### src/tap_cmd_pkg.sv
// Purpose: shared constants for the tap gain/offset command block
// Assumes: byte-wide command stream, flag in bit 7 of the second byte
// Notes: all offsets, codes, reset values and byte positions live here
package tap_cmd_pkg;

  // command codes of the three settings
  localparam logic [7:0] CMD_LEFT_GAIN = 8'h80;
  localparam logic [7:0] CMD_LEFT_OFFSET = 8'h81;
  localparam logic [7:0] CMD_RIGHT_GAIN = 8'h82;
  localparam logic [7:0] CMD_FIRST = CMD_LEFT_GAIN;
  localparam logic [7:0] CMD_LAST = CMD_RIGHT_GAIN;
  localparam int NUM_SETTINGS = 3;

  // second frame byte: direction flag on top, length below
  localparam int FLAG_BIT = 7;
  localparam logic [6:0] SETTING_LEN = 7'h02;
  localparam logic [7:0] READ_REQUEST = {1'b1, SETTING_LEN};
  localparam logic [7:0] REPLY_FLAG_LEN = {1'b0, SETTING_LEN};

  // settings after reset
  localparam logic [15:0] GAIN_RESET = 16'h0120;
  localparam logic [15:0] OFFSET_RESET = 16'h0000;

  // reply byte positions
  localparam logic [1:0] IDX_CODE = 2'h0;
  localparam logic [1:0] IDX_FLAG_LEN = 2'h1;
  localparam logic [1:0] IDX_LOW = 2'h2;
  localparam logic [1:0] IDX_HIGH = 2'h3;

  // frame parser states
  typedef enum logic [5:0] {
    ST_CODE = 6'b00_0001,
    ST_LEN = 6'b00_0010,
    ST_DATA_LO = 6'b00_0100,
    ST_DATA_HI = 6'b00_1000,
    ST_SKIP = 6'b01_0000,
    ST_REPLY = 6'b10_0000
  } cmd_state_e;

endpackage : tap_cmd_pkg

### src/setting_slot.sv
// Purpose: one 16-bit analog front-end setting
// Assumes: write strobe is a single-cycle pulse on clock_i
// Notes: reset value given by parameter
`timescale 1ns/10ps
module setting_slot #(
  parameter int WIDTH = 16,
  parameter logic [WIDTH-1:0] RESET_VAL = '0
) (
  input wire logic clock_i,
  input wire logic rst_i,
  input wire logic write_i,
  input wire logic [WIDTH-1:0] wdata_i,
  output logic [WIDTH-1:0] value_o
);

  // width check at elaboration
  if (WIDTH < 1) begin : g_bad_width
    $error("setting_slot: WIDTH must be at least one");
  end

  // holds last accepted write
  always_ff @(posedge clock_i or posedge rst_i) begin
    if (rst_i) begin
      value_o <= RESET_VAL;
    end else if (write_i) begin
      value_o <= wdata_i;
    end
  end

endmodule : setting_slot

### src/tap_gain_offset_commands.sv
// Purpose: framed serial commands for left gain, left offset, right gain
// Assumes: bytes arrive on clock_i with valid/ready; same clock as host side
// Notes: frame is code, flag/length byte, then data; reads answered, writes silent
`timescale 1ns/10ps
module tap_gain_offset_commands (
  input wire logic clock_i,
  input wire logic rst_i,
  input wire logic rx_valid_i,
  input wire logic [7:0] rx_byte_i,
  output logic rx_ready_o,
  output logic tx_valid_o,
  output logic [7:0] tx_byte_o,
  input wire logic tx_ready_i,
  output logic [15:0] left_tap_gain_o,
  output logic [15:0] left_tap_offset_o,
  output logic [15:0] right_tap_gain_o
);

  tap_cmd_pkg::cmd_state_e state;
  tap_cmd_pkg::cmd_state_e next_state;
  logic [7:0] command_code;
  logic [7:0] low_byte;
  logic [6:0] skip_cnt;
  logic [6:0] next_skip_cnt;
  logic [1:0] reply_idx;
  logic [15:0] setting [tap_cmd_pkg::NUM_SETTINGS];

  // handshake and frame decode
  wire rx_fire = rx_valid_i && rx_ready_o;
  wire tx_fire = tx_valid_o && tx_ready_i;
  wire known_code = (command_code >= tap_cmd_pkg::CMD_FIRST) &&
                    (command_code <= tap_cmd_pkg::CMD_LAST);
  wire [7:0] code_delta = command_code - tap_cmd_pkg::CMD_FIRST;
  wire [1:0] sel = code_delta[1:0];
  wire rx_flag = rx_byte_i[tap_cmd_pkg::FLAG_BIT];
  wire [6:0] rx_len = rx_byte_i[6:0];
  wire len_ok = (rx_len == tap_cmd_pkg::SETTING_LEN);
  wire read_ok = known_code && rx_flag && len_ok;
  wire write_ok = known_code && !rx_flag && len_ok;
  wire write_stb = (state == tap_cmd_pkg::ST_DATA_HI) && rx_fire;

  // no new bytes taken while a reply is going out
  assign rx_ready_o = (state != tap_cmd_pkg::ST_REPLY);
  assign tx_valid_o = (state == tap_cmd_pkg::ST_REPLY);

  // the three settings, one slot each
  for (genvar i = 0; i < tap_cmd_pkg::NUM_SETTINGS; i++) begin : g_slot
    setting_slot #(
      .WIDTH(16),
      .RESET_VAL(i == 1 ? tap_cmd_pkg::OFFSET_RESET : tap_cmd_pkg::GAIN_RESET)
    ) u_slot (
      .clock_i(clock_i),
      .rst_i(rst_i),
      .write_i(write_stb && (sel == 2'(i))),
      .wdata_i({rx_byte_i, low_byte}),
      .value_o(setting[i])
    );
  end

  assign left_tap_gain_o = setting[0];
  assign left_tap_offset_o = setting[1];
  assign right_tap_gain_o = setting[2];

  // reply byte chosen by position; value of selected setting
  wire [15:0] read_val = (sel == 2'h0) ? setting[0] :
                         (sel == 2'h1) ? setting[1] : setting[2];
  wire [1:0] next_idx = reply_idx + 2'h1;
  wire [7:0] reply_byte = (next_idx == tap_cmd_pkg::IDX_FLAG_LEN) ?
                          tap_cmd_pkg::REPLY_FLAG_LEN :
                          (next_idx == tap_cmd_pkg::IDX_LOW) ? read_val[7:0] :
                          read_val[15:8];

  // frame parser next state
  always_comb begin
    next_state = state;
    next_skip_cnt = skip_cnt;
    case (state)
      tap_cmd_pkg::ST_CODE: begin
        if (rx_fire) begin
          next_state = tap_cmd_pkg::ST_LEN;
        end
      end
      tap_cmd_pkg::ST_LEN: begin
        if (rx_fire) begin
          if (read_ok) begin
            next_state = tap_cmd_pkg::ST_REPLY;
          end else if (rx_flag || rx_len == 7'h00) begin
            next_state = tap_cmd_pkg::ST_CODE;
          end else if (write_ok) begin
            next_state = tap_cmd_pkg::ST_DATA_LO;
          end else begin
            next_state = tap_cmd_pkg::ST_SKIP;
            next_skip_cnt = rx_len;
          end
        end
      end
      tap_cmd_pkg::ST_DATA_LO: begin
        if (rx_fire) begin
          next_state = tap_cmd_pkg::ST_DATA_HI;
        end
      end
      tap_cmd_pkg::ST_DATA_HI: begin
        if (rx_fire) begin
          next_state = tap_cmd_pkg::ST_CODE;
        end
      end
      tap_cmd_pkg::ST_SKIP: begin
        if (rx_fire) begin
          next_skip_cnt = skip_cnt - 7'h01;
          if (skip_cnt == 7'h01) begin
            next_state = tap_cmd_pkg::ST_CODE;
          end
        end
      end
      tap_cmd_pkg::ST_REPLY: begin
        if (tx_fire && reply_idx == tap_cmd_pkg::IDX_HIGH) begin
          next_state = tap_cmd_pkg::ST_CODE;
        end
      end
      default: begin
        next_state = tap_cmd_pkg::ST_CODE;
      end
    endcase
  end

  // state and counters
  always_ff @(posedge clock_i or posedge rst_i) begin
    if (rst_i) begin
      state <= tap_cmd_pkg::ST_CODE;
      skip_cnt <= 7'h00;
    end else begin
      state <= next_state;
      skip_cnt <= next_skip_cnt;
    end
  end

  // captured frame bytes
  always_ff @(posedge clock_i or posedge rst_i) begin
    if (rst_i) begin
      command_code <= 8'h00;
      low_byte <= 8'h00;
    end else begin
      if (rx_fire && state == tap_cmd_pkg::ST_CODE) begin
        command_code <= rx_byte_i;
      end
      if (rx_fire && state == tap_cmd_pkg::ST_DATA_LO) begin
        low_byte <= rx_byte_i;
      end
    end
  end

  // reply serializer: code, flag/length, low, high
  always_ff @(posedge clock_i or posedge rst_i) begin
    if (rst_i) begin
      reply_idx <= tap_cmd_pkg::IDX_CODE;
      tx_byte_o <= 8'h00;
    end else if (state == tap_cmd_pkg::ST_LEN && rx_fire && read_ok) begin
      reply_idx <= tap_cmd_pkg::IDX_CODE;
      tx_byte_o <= command_code;
    end else if (tx_fire) begin
      reply_idx <= next_idx;
      tx_byte_o <= reply_byte;
    end
  end

  wire in_len = (state == tap_cmd_pkg::ST_LEN) && rx_fire;
  wire low_out = tx_fire && reply_idx == tap_cmd_pkg::IDX_LOW;
endmodule : tap_gain_offset_commands

### config.mk
export PLATFORM = sky130hd
export DESIGN_NAME = tap_gain_offset_commands
export DESIGN_NICKNAME = d
export VERILOG_FILES = /design/src/tap_cmd_pkg.sv /design/src/setting_slot.sv /design/src/tap_gain_offset_commands.sv
export SDC_FILE = /design/constraint.sdc
export NUM_CORES = 1
export LEC_CHECK = 0
export BUFFER_PORTS_ARGS = -buffer_cell sky130_fd_sc_hd__buf_2
export CORE_MARGIN = 4
export CORE_UTILIZATION = 50
export CTS_CLUSTER_DIAMETER = 200
export DETAILED_ROUTE_END_ITERATION = 16
export PLACE_DENSITY = 0.72
export SYNTH_ARGS = -nofsm -noshare
export SYNTH_HDL_FRONTEND = slang
export SYNTH_SLANG_ARGS = --single-unit
### constraint.sdc
create_clock -name clock_i -period 3.2 [get_ports clock_i]
set_input_delay 0.64 -clock clock_i [delete_from_list [all_inputs] [get_ports clock_i]]
set_output_delay 0.64 -clock clock_i [all_outputs]
set_load 0.01 [all_outputs]
After elaboration in Yosys (flattened, before gate mapping). Cells that the tools add are included.

Register bits: 87. Word-level logic and storage cells: 87. Input bits: 12. Output and inout bits: 58.

Muxes and demuxes: 25. Equal/unequal tests: 24. Reductions and logical operators: 24. Order comparisons: 2. Add/subtract/negate cells: 3.

Operators with widths (number): 6-bit 2-to-1 mux (8); 6-bit case mux with 6 select lines (1); 7-bit 2-to-1 mux (5); 16-bit 2-to-1 mux (2); 8-bit 2-to-1 mux (4); 2-bit inequality test, second input constant (9); 1-bit logical AND (16); 7-bit case mux with 2 select lines (1); 5-bit 2-to-1 mux (2); 8-bit greater-or-equal comparator, second input constant (1); 8-bit less-or-equal comparator, second input constant (1); 7-bit by 1-bit == test with 1-bit output, second input constant (1); 7-bit by 2-bit == test with 1-bit output, second input constant (1); 7-bit logical NOT (1); 7-bit AND reduction (1); 7-bit by 1-bit subtractor with 7-bit output, second input constant (1); 2-bit == test, second input constant (3); 6-bit by 1-bit == test with 1-bit output, second input constant (1); 6-bit by 2-bit == test with 1-bit output, second input constant (1); 6-bit by 3-bit == test with 1-bit output, second input constant (1); 6-bit by 4-bit == test with 1-bit output, second input constant (1); 6-bit by 5-bit == test with 1-bit output, second input constant (1); 6-bit == test, second input constant (1); 6-bit inequality test, second input constant (1); other kinds (10) (13).

Longest topological paths before layout. Gate-level depths: netlist of run 1.

Word-level depth: 9. Depth in mapped cells: 8. Mapped depth without buffers: 7.

Modules after synthesis. From an unflattened synthesis of run 1, not the netlist that was laid out.

Cells, all modules: 329. Area total of the unflattened synthesis: 4355.4 sq um.

By module, submodules not included: tap_gain_offset_commands (instances 1, cells each 224, seq. area each 977.2 sq um, area each 2391.0 sq um); setting_slot at g_slot[0].u_slot ... (instances 2, cells each 35, seq. area each 402.9 sq um, area each 655.6 sq um); setting_slot at g_slot[1].u_slot (instances 1, cells each 35, seq. area each 400.4 sq um, area each 653.1 sq um).

Worst setup path after synthesis of run 1. No wires, ideal clock.

Path kind: register to register. Start point: reg state[2]. End point: reg g_slot[1].u_slot.value_o[11]. Clock period less this slack: 2050 ps. Stages on the path, launching flop included: 6. Buffers on the path: 1. Slack: 1150 ps. Arrival: 1926 ps. Required time: 3075 ps. Setup time: 125 ps. Cell sequence: dfrtp_1 nor4_2 nand3b_1 nor4_4 buf_6 mux2_2.

Longest elaborated chain between the ends: 4. Elaborated cells on any way between the ends: 5. Those cells by class: eq/ne: 2; reduce/logical: 3.

Ends and longest elaborated chain: start: declaration (RTL line tap_gain_offset_commands.sv:19) `tap_cmd_pkg::cmd_state_e state;`; start signal: assignment (RTL line tap_gain_offset_commands.sv:129) `state <= tap_cmd_pkg::ST_CODE;`; start signal: assignment (RTL line tap_gain_offset_commands.sv:132) `state <= next_state;`; 6-bit inequality test (RTL line tap_gain_offset_commands.sv:43) `assign rx_ready_o = (state != tap_cmd_pkg::ST_REPLY);`; 1-bit logical AND (RTL line tap_gain_offset_commands.sv:29) `wire rx_fire = rx_valid_i && rx_ready_o;`; 1-bit logical AND * (RTL line tap_gain_offset_commands.sv:40) `wire write_stb = (state == tap_cmd_pkg::ST_DATA_HI) && rx_fire;`; 1-bit logical AND * (RTL line tap_gain_offset_commands.sv:54) `.write_i(write_stb && (sel == 2'(i))),`; end signal: assignment (RTL line setting_slot.sv:26) `value_o <= wdata_i;`; end: declaration (RTL line setting_slot.sv:13) `output logic [WIDTH-1:0] value_o`.

Every way passes the cells marked *; elsewhere a longest branch is shown, timed or not. A chain may end at the register's enable or synchronous reset.

Worst setup path after layout of run 1.
Start point: reg state[3]. End point: out tx_valid_o.

Longest elaborated chain between the ends: 1.

Ends and longest elaborated chain: 6-bit == test (RTL line tap_gain_offset_commands.sv:44) `assign tx_valid_o = (state == tap_cmd_pkg::ST_REPLY);`; end: declaration (RTL line tap_gain_offset_commands.sv:11) `output logic tx_valid_o,`.

No other way between the ends.

==> results of run 1 <==
[cells by family (layout without fill, tap and decap cells)]
logic type	Yosys count	after routing
fa+ha+maj	5	5
mux	78	78
simple gates	73	73
flops	87	87
buf+inv	32	108
compound gates	58	58
xor+xnor	1	1
[flip-flops by register name, indices dropped and copies added, names as in the netlist]
name                   flops
command_code               8
g_slot.u_slot.value_o     48
low_byte                   8
reply_idx                  2
skip_cnt                   7
state                      6
tx_byte_o                  8
[worst min-delay path by stage]
| stage | startpoint | end |
|---|---|---|
| floorplan | command_code[7]$_DFFE_PP0P_ | command_code[7]$_DFFE_PP0P_ |
| global placement | tx_byte_o[7]$_DFFE_PP0P_ | tx_byte_o[7]$_DFFE_PP0P_ |
| detailed placement | tx_byte_o[1]$_DFFE_PP0P_ | tx_byte_o[1]$_DFFE_PP0P_ |
| CTS | rst_i | g_slot[0].u_slot.value_o[11]$_DFFE_PP0P_ |
| global route | rst_i | g_slot[1].u_slot.value_o[5]$_DFFE_PP0P_ |
| finish | rst_i | g_slot[0].u_slot.value_o[0]$_DFFE_PP0P_ |
[tightest hold or removal path, cell delays in order]
cell and delay [ns]:
buf_2 0.10, clkinv_2 0.05, buf_12 0.36
[layout by cell type (no fill, tap or decap), types with 6 or more instances in the layout]
cell type / n
nor2_1: 13
buf_4: 6
mux4_2: 8
clkbuf_8: 9
inv_1: 15
mux2_2: 61
o21ai_0: 16
a21oi_1: 9
buf_2: 69
nand2_1: 22
nand3_1: 8
mux2i_1: 8
dfrtp_1: 82
[layout make-up]
class | instances | area (um^2)
fillers | 675 | 3330
flip-flops and latches | 87 | 2180
multi-input cells | 215 | 1880
repair buffers | 76 | 410
well taps | 105 | 131
clock buffers | 10 | 128
clock inverters | 6 | 93.8
inverters | 16 | 61.3
[power groups by stage]
stage | Combinational (mW) | Sequential, mW | Clock (mW)
2_1_floorplan | 0.433 | 1.31 | 0
3_3_place_gp | 0.502 | 1.37 | 0
3_5_place_dp | 0.513 | 1.38 | 0
4_1_cts | 0.514 | 1.36 | 0.860
5_1_grt | 0.569 | 1.38 | 0.911
6_report | 0.515 | 1.36 | 0.845
[per-stage QoR]
| step | area, um^2 | hold slack (ns) | cells | utilization [%] |
|---|---|---|---|---|
| after floorplan | 4230 | 0.463 | 334 | - |
| after global placement | 4670 | 0.480 | 499 | 56.8 |
| after detailed placement | 4670 | 0.499 | 499 | 56.8 |
| after CTS | 4890 | 0.388 | 515 | 59.5 |
| after global routing | 4890 | 0.416 | 515 | 59.5 |
| final | 4890 | 0.379 | 515 | 59.5 |
[per-layer routing]
| layer | vias to the layer above | wire, um | track usage [%] |
|---|---|---|---|
| met5 | - | 0 | 0 |
| met3 | 12 | 625 | 4.10 |
| met4 | 0 | 121 | 6.93 |
| li1 | 1392 | - | - |
| met1 | 1526 | 4470 | 29.8 |
| met2 | 94 | 4540 | 29.9 |
==> flow_summary.toml, run 1 <==
[run_status]
status = "completed"

[clock_tree]
ctsHoldBuffers = 0
cts_inserted_buffers = 9
cts_tree = "built"
cts_setup_buffers = 0
post_cts_resized = 0
cts_sinks = 87
htreeDepth = 3
clkSlewWorstSetupHoldPaths_ns = 0.08
clk_latency_ns = 0.35
clockBufferDepth = 2
cts_root_buffer = "clkbuf_8"

[power]
p_seq_share_pct = 50.0
intPower_mw = 1.89
switching_power_mw = 0.835
leakagePower_nw = 2.41
clkPwrFrac_pct = 31.1
p_total_mw = 2.72
p_per_area_nw_per_um2 = 557
switching_share_pct = 30.7
ir_drop_v = 0.000301
combPwrFrac_pct = 18.9

[logic_synthesis]
synthArstFlopShare_pct = 100
synth-xor-area-share_pct = 0.207
avgSynthCellArea_um2 = 12.7
synth_warnings = 0
seq_area_frac_synth_pct = 51.7
syn-cell-area_um2 = 4230
synth_edf_count = 0
synth_compound_area_share_pct = 9.44
synth_adder_area_share_pct = 1.48
synth_top_family_by_area = "multiplexers"
yosysTopAreaCell = "dfrtp_1"
muxShareOfSynthArea_pct = 22.7
synth_cells = 334
syn_nets = 351
synth-simple-area-share_pct = 10.7
yosysMostFrequentCell = "dfrtp_1"
synthFlopType = "dfrtp_1"
ys_ff_latch = 87
synth_top_area_share_pct = 48.5
synth_commonest_cells = "dfrtp_1, mux2_2, nand2_1"
ys_types = 53
synthTopCellsByArea = "dfrtp_1, mux2_2, mux4_2"

[routing]
routed_wl_mm = 9.76
viasPerCell = 5.87
first_iter_violations = 196
vias = 3024
drc = 0
post_drt_wl_per_cell_um = 18.9
dr.pass1.iters = 5
ant_nets = 0

[timing]
fin_skew_ns = 0.0119
relSlewSlack_pct = 42.9
hold_viol = 0
final.setup.tns_ns = 0
min_period_ns = 2.42
finalSetupViolCount = 0
maxSlewViolCount = 0
worst_pin_slew_ns = 0.855
rsz0062_at_grt = "false"
fin_ws_ns = 0.776
fin_crit_sh_pct = 75.7
fmax_mhz = 413

[floorplan]
io_pins = 70
fp.dieH_um = 99.9
core-area_um2 = 8220
initial_core_util_pct = 51.4
die_area_um2 = 9990
fp-row-count = 33
die_w_um = 99.9

[critical_path]
crit_chain = "nor4_4 -> nand2_1 -> inv_1 -> buf_2"
reg2reg_depth = 5
cp.required_ns = 2.56
rr_startpoint = "state[3]$_DFFE_PP0P_"
crit_end = "tx_valid_o"
crit_buf_inv = 2
crit_fanout = 8
worst_r2r_endpoint = "tx_byte_o[7]$_DFFE_PP0P_"
regToRegSetupSlack_ns = 0.79
cp-start-kind = "flop"
max_stage_delay_ns = 0.49
crit_family = "simple AND/OR/NAND/NOR gates"
cp.arrival_ns = 1.78
cp_slowest_cell = "dfrtp_1"
startpoint = "state[3]$_DFFE_PP0P_"
end_kind = "primary output"
cp.depth = 4
crit_type = "flop to primary output"

[final_layout]
drive_gt1_share_pct = 42.9
diodes = 0
area_growth_pct = 15.7
nets = 422

[global_route]
grtUsageTotal_pct = 20.2
grt_pass1_wl_mm = 15.6
grt-ovfl-total = 0
grt_pass1_vias = 2993
antenna_found_initial = 0
grt_max_degree = 88

[place]
place_hpwl_mm = 6.73
port_buffers = 69
gp_congestion = 0.831
post-place-ws_ns = 0.793

[flow_run]
maxCapViolCount = 0

[hold_path]
hold_path_class = "primary input to asynchronous set/reset pin"
Power figures use the tool's default switching activity.
==> inputs of run 2 (changes only) <==
--- a/config.mk
+++ b/config.mk
@@ -5,6 +5,7 @@
 export SDC_FILE = /design/constraint.sdc
 export NUM_CORES = 1
 export LEC_CHECK = 0
+export ABC_AREA = 1
 export BUFFER_PORTS_ARGS = -buffer_cell sky130_fd_sc_hd__buf_2
 export CORE_MARGIN = 4
 export CORE_UTILIZATION = 50
==> constraint.sdc (replaced) <==
create_clock -name clock_i -period 2.3 [get_ports clock_i]
set_input_delay 0.46 -clock clock_i [delete_from_list [all_inputs] [get_ports clock_i]]
set_output_delay 0.46 -clock clock_i [all_outputs]
set_load 0.01 [all_outputs]
==> run 2 against run 1 <==
  * Via count increased by 27%
  * Largest cell class unchanged
  * Critical endpoint is now g_slot[1].u_slot.value_o[3]$_DFFE_PP0P_
  * Combinational power increased by 110%
  * Non-clock buffer count decreased by 1
==> flow_summary.toml, run 2 <==
[run_status]
status = "completed"

[logic_synthesis]
synth_warnings = 0
syn_nets = 544
synthFlopType = "dfrtp_1"
seq_area_frac_synth_pct = 51.6
synthTopCellsByArea = "dfrtp_1, nand2_1, o21ai_1"
yosysMostFrequentCell = "nand2_1"
yosysTopAreaCell = "dfrtp_1"
synth_cells = 527
synthArstFlopShare_pct = 100
ys_types = 31
ys_ff_latch = 87
synth_commonest_cells = "nand2_1, dfrtp_1, o21ai_1"
avgSynthCellArea_um2 = 8.03
syn-cell-area_um2 = 4230
synth_edf_count = 0
synth_top_area_share_pct = 48.5

[floorplan]
die_area_um2 = 10000
fp-row-count = 33
io_pins = 70
fp.dieH_um = 100
core-area_um2 = 8220
initial_core_util_pct = 51.5
die_w_um = 100

[global_route]
grt_max_degree = 72
grt-ovfl-total = 0
grt_pass1_wl_mm = 17.9
grtUsageTotal_pct = 22.7
antenna_found_initial = 0
grt_pass1_vias = 3532

[routing]
viasPerCell = 5.43
routed.top_layer = "met4"
route.met3.wl_um = 616
wl_met2_mm = 4.94
first_iter_violations = 303
routed_wl_mm = 10.7
vias = 3831
post_drt_wl_per_cell_um = 15.2
wl_met1_mm = 5.06
ant_nets = 0
dr.pass1.iters = 5
drc = 0

[final_layout]
area_growth_pct = 14.7
mostFrequentLayoutCell = "nand2_1"
diodes = 0
multi_input_area_um2 = 1750
drive_gt1_share_pct = 20.3
nets = 613
final_cell_mix = "nand2_1, dfrtp_1, buf_2"
nFillCells = 763
final_area_um2 = 4860
seq_area_um2 = 2180
regMostFlops = "g_slot.u_slot.value_o"
largest_reg_flops = 48

[clock_tree]
ctsHoldBuffers = 0
cts_inserted_buffers = 9
clkSlewWorstSetupHoldPaths_ns = 0.09
cts_setup_buffers = 0
clockBufferDepth = 2
htreeDepth = 3
cts_sinks = 87
clk_latency_ns = 0.36
cts_tree = "built"
post_cts_resized = 0
cts_root_buffer = "clkbuf_8"

[critical_path]
reg2reg_depth = 6
cp.arrival_ns = 2.13
end_kind = "flop"
rr_startpoint = "state[0]$_DFFE_PP1P_"
crit_fanout = 32
crit_type = "flop to flop"
regToRegSetupSlack_ns = 0.43
cp-start-kind = "flop"
cp.required_ns = 2.56
worst_r2r_endpoint = "g_slot[1].u_slot.value_o[3]$_DFFE_PP0P_"
startpoint = "state[0]$_DFFE_PP1P_"
crit_end = "g_slot[1].u_slot.value_o[3]$_DFFE_PP0P_"

[timing]
worst_pin_slew_ns = 0.615
rsz0062_at_grt = "false"
hold_viol = 0
relSlewSlack_pct = 58.8
finalSetupViolCount = 0
maxSlewViolCount = 0
fin_skew_ns = 0.0112
min_period_ns = 1.87
fmax_mhz = 535
fin_crit_sh_pct = 81.3
final.setup.tns_ns = 0

[hold_path]
hold_path_class = "primary input to asynchronous set/reset pin"

[power]
p_per_area_nw_per_um2 = 818
p_total_mw = 3.98
leakagePower_nw = 2.51
ir_drop_v = 0.000404

[place]
place_hpwl_mm = 7.85
gp_congestion = 0.865
place_area_um2 = 4660
port_buffers = 69

[flow_run]
maxCapViolCount = 0
[run 2: changes by cell type in the layout (fill, tap and decap cells not counted), moves of 6 or more]
| cell | previous run | this run |
|---|---|---|
| o21ai_1 | 0 | 55 |
| inv_1 | 15 | 46 |
| mux4_2 | 8 | 0 |
| mux2_2 | 61 | 0 |
| a21oi_1 | 9 | 3 |
| nand2_1 | 22 | 168 |
| nand3_1 | 8 | 43 |
| nor2_1 | 13 | 36 |
| o21ai_0 | 16 | 24 |
| mux2i_1 | 8 | 0 |
[run 2: worst min-delay path by stage]
| stage | from | end | slack [ns] | cells after the start |
|---|---|---|---|---|
| 2_1_floorplan | skip_cnt[1]$_DFFE_PP0P_ | skip_cnt[1]$_DFFE_PP0P_ | 0.44 | 2 |
| 3_3_place_gp | skip_cnt[6]$_DFFE_PP0P_ | skip_cnt[6]$_DFFE_PP0P_ | 0.45 | 2 |
| 3_5_place_dp | skip_cnt[1]$_DFFE_PP0P_ | skip_cnt[1]$_DFFE_PP0P_ | 0.46 | 2 |
| 4_1_cts | rst_i | g_slot[2].u_slot.value_o[9]$_DFFE_PP0P_ | 0.09 | 2 |
| 5_1_grt | rst_i | g_slot[2].u_slot.value_o[9]$_DFFE_PP0P_ | 0.11 | 2 |
| 6_report | rst_i | g_slot[2].u_slot.value_o[9]$_DFFE_PP0P_ | 0.09 | 2 |
[run 2: area by class of cell]
| class | count | area share, % |
|---|---|---|
| inverters | 50 | 3.94 |
| well taps | 105 | 2.70 |
| clock buffers | 9 | 2.55 |
| multi-input cells | 373 | 36.1 |
| repair buffers | 75 | 8.29 |
| flip-flops and latches | 87 | 45.0 |
| clock inverters | 7 | 1.49 |
[run 2: power breakdown]
group / switching, mW / total [mW] / internal (mW)
clock: 0.625 / 1.05 / 0.426
combinational: 0.710 / 1.08 / 0.371
sequential: 0.157 / 1.84 / 1.69
[run 2: critical path: stages (launching register included)]
cell     delay, ns
dfstp_2       0.58
nor2_2        0.06
nand3_2       0.12
nand2_4       0.10
nor3_2        0.20
nand2_2       0.41
o21ai_1       0.31
[run 2: through the flow]
stage	hold slack [ns]	std cells	worst slack, ns	util, %
floorplan	0.442	527	0.781	-
global placement	0.454	690	0.498	56.7
detailed placement	0.463	690	0.460	56.7
CTS	0.0943	706	0.432	59.1
global route	0.107	706	0.279	59.1
finish	0.0907	706	0.430	59.1
[run 2: cells by family after synthesis]
family / synth area share [%]
AO/OA/AOI/OAI: 11.8
XOR/XNOR: 0.207
adder cells (fa/ha/maj): 1.48
buffers and inverters: 7.06
flip-flops: 51.6
AND/OR/NAND/NOR: 27.9
[run 2: per-layer routing]
layer | vias to the layer above | track usage (%)
li1 | 1848 | -
met1 | 1845 | 33.5
met2 | 130 | 33.8
met3 | 8 | 4.86
met4 | 0 | 6.74
met5 | - | 0
==> inputs of run 3 (changes only) <==
==> constraint.sdc (replaced) <==
create_clock -name clock_i -period 1.9 [get_ports clock_i]
set_input_delay 0.38 -clock clock_i [delete_from_list [all_inputs] [get_ports clock_i]]
set_output_delay 0.38 -clock clock_i [all_outputs]
set_load 0.01 [all_outputs]
==> run 3 against run 2 <==
  * Die area unchanged
  * Sequential power is 20% higher
  * Core utilization rose by 1.1 points
  * Setup slack worse by 0.26 ns
  * First-iteration DRC count fell by 27%
  * Sequential share of layout area fell by 0.82 points
  * Clock-buffer cell count is 1 higher
  * Critical endpoint is now g_slot[0].u_slot.value_o[12]$_DFFE_PP0P_
  * Largest power group unchanged
==> flow_summary.toml, run 3 (synthesis results as in run 2) <==
[global_route]
grt_max_degree = 48
antenna_found_initial = 0
grt-ovfl-total = 0
grtUsageTotal_pct = 22.7
grt_pass1_vias = 3516
grt_pass1_wl_mm = 17.9

[timing]
fin_skew_ns = 0.0125
rsz0062_at_grt = "false"
fin_crit_sh_pct = 90.9
worst_pin_slew_ns = 0.438
min_period_ns = 1.73
final.setup.tns_ns = 0
fmax_mhz = 579
hold_viol = 0
relSlewSlack_pct = 70.8
maxSlewViolCount = 0
finalSetupViolCount = 0

[routing]
vias = 3777
routed_wl_mm = 10.8
viasPerCell = 5.28
first_iter_violations = 222
dr.pass1.iters = 7
ant_nets = 0
post_drt_wl_per_cell_um = 15.1
drc = 0

[clock_tree]
clockBufferDepth = 2
clkSlewWorstSetupHoldPaths_ns = 0.09
cts_inserted_buffers = 9
post_cts_resized = 0
ctsHoldBuffers = 0
cts_tree = "built"
cts_setup_buffers = 0
cts_root_buffer = "clkbuf_8"
clk_latency_ns = 0.36
cts_sinks = 87
htreeDepth = 3

[final_layout]
nets = 623
mostFrequentLayoutCell = "nand2_1"
regMostFlops = "g_slot.u_slot.value_o"
fin_util_pct = 60.2
drive_gt1_share_pct = 21.4
final_area_um2 = 4950
area_growth_pct = 16.8
final_cell_mix = "nand2_1, dfrtp_1, buf_2"
diodes = 0
largest_reg_flops = 48
nFillCells = 772

[floorplan]
fp.dieH_um = 100
initial_core_util_pct = 51.5
io_pins = 70
fp-row-count = 33
core-area_um2 = 8220
die_area_um2 = 10000
die_w_um = 100

[power]
combPwrFrac_pct = 29.3
switching_share_pct = 36.2
switching_power_mw = 1.79
clkPwrFrac_pct = 26.3
intPower_mw = 3.16
p_per_area_nw_per_um2 = 1000
leakagePower_nw = 2.55
ir_drop_v = 0.000571
p_seq_share_pct = 44.4

[place]
place_area_um2 = 4750
gp_congestion = 0.868
place_hpwl_mm = 8.12
port_buffers = 69

[hold_path]
hold_path_class = "primary input to asynchronous set/reset pin"

[critical_path]
end_kind = "flop"
cp.required_ns = 2.14
crit_type = "flop to flop"
cp-start-kind = "flop"
cp.arrival_ns = 1.97
crit_fanout = 26

[run_status]
status = "completed"

[flow_run]
maxCapViolCount = 0
-- run 3: changes by cell type in the layout (fill, tap and decap cells not counted), sizes merged --
cell,delta
buf,+10
inv,-4
bufinv,+1
clkbuf,+1
clkinv,+1
clkinvlp,+1
-- run 3: final timing paths --
path                                    startpoint                                  endpoint  slack, ns  cells past startpoint
max                           state[0]$_DFFE_PP1P_  g_slot[0].u_slot.value_o[12]$_DFFE_PP0P_       0.17                      8
min                                          rst_i                   skip_cnt[6]$_DFFE_PP0P_      0.006                      2
max reg2reg                   state[0]$_DFFE_PP1P_  g_slot[0].u_slot.value_o[12]$_DFFE_PP0P_       0.17                      8
min reg2reg                skip_cnt[6]$_DFFE_PP0P_                   skip_cnt[6]$_DFFE_PP0P_       0.48                      2
max in group asynchronous                    rst_i   g_slot[2].u_slot.value_o[5]$_DFFE_PP1P_       1.20                      3
min in group clock_i                    tx_ready_i                      state[5]$_DFFE_PP0P_       0.36                      4
-- run 3: metrics by stage --
stage / power [mW] / hold slack, ns / worst slack (ns) / cells
floorplan: 3.27 / 0.442 / 0.381 / 527
global placement: 3.62 / 0.386 / 0.298 / 700
detailed placement: 3.67 / 0.397 / 0.206 / 700
CTS: 4.96 / 0.0142 / 0.174 / 716
global route: 5.28 / 0.0261 / 0.0545 / 716
finish: 4.95 / 0.00578 / 0.172 / 716
-- run 3: cell type report --
class | count | area [um^2] | share of cell area, %
Multi-Input combinational cell | 373 | 1750 | 35.4
Inverter | 50 | 191 | 3.87
Tap cell | 105 | 131 | 2.66
Clock inverter | 6 | 71.3 | 1.44
Sequential cell | 87 | 2180 | 44.1
Clock buffer | 10 | 128 | 2.58
Timing Repair Buffer | 85 | 490 | 9.91
-- run 3: critical path: stages (launching register included) --
cell and delay, ns:
dfstp_2 0.58, nor2_2 0.06, nand3_2 0.12, nand2_4 0.10, nor3_2 0.21, nand2_2 0.17, buf_12 0.20, nand2_1 0.09
o21ai_1 0.08
-- run 3: power by group through the flow --
stage                     combinational, mW  clock [mW]  sequential (mW)
after floorplan                        1.07           0             2.20
after global placement                 1.40           0             2.22
after detailed placement               1.44           0             2.23
after CTS                              1.44        1.32             2.19
after global routing                   1.66        1.39             2.23
final                                  1.45        1.30             2.20
-- run 3: layer usage --
metal	vias to the layer above	wire [um]	global-route usage, %
li1	1865	-	-
met2	123	4980	35.0
met5	-	0	0
met3	13	679	3.41
met4	0	159	7.88
met1	1776	4970	32.8
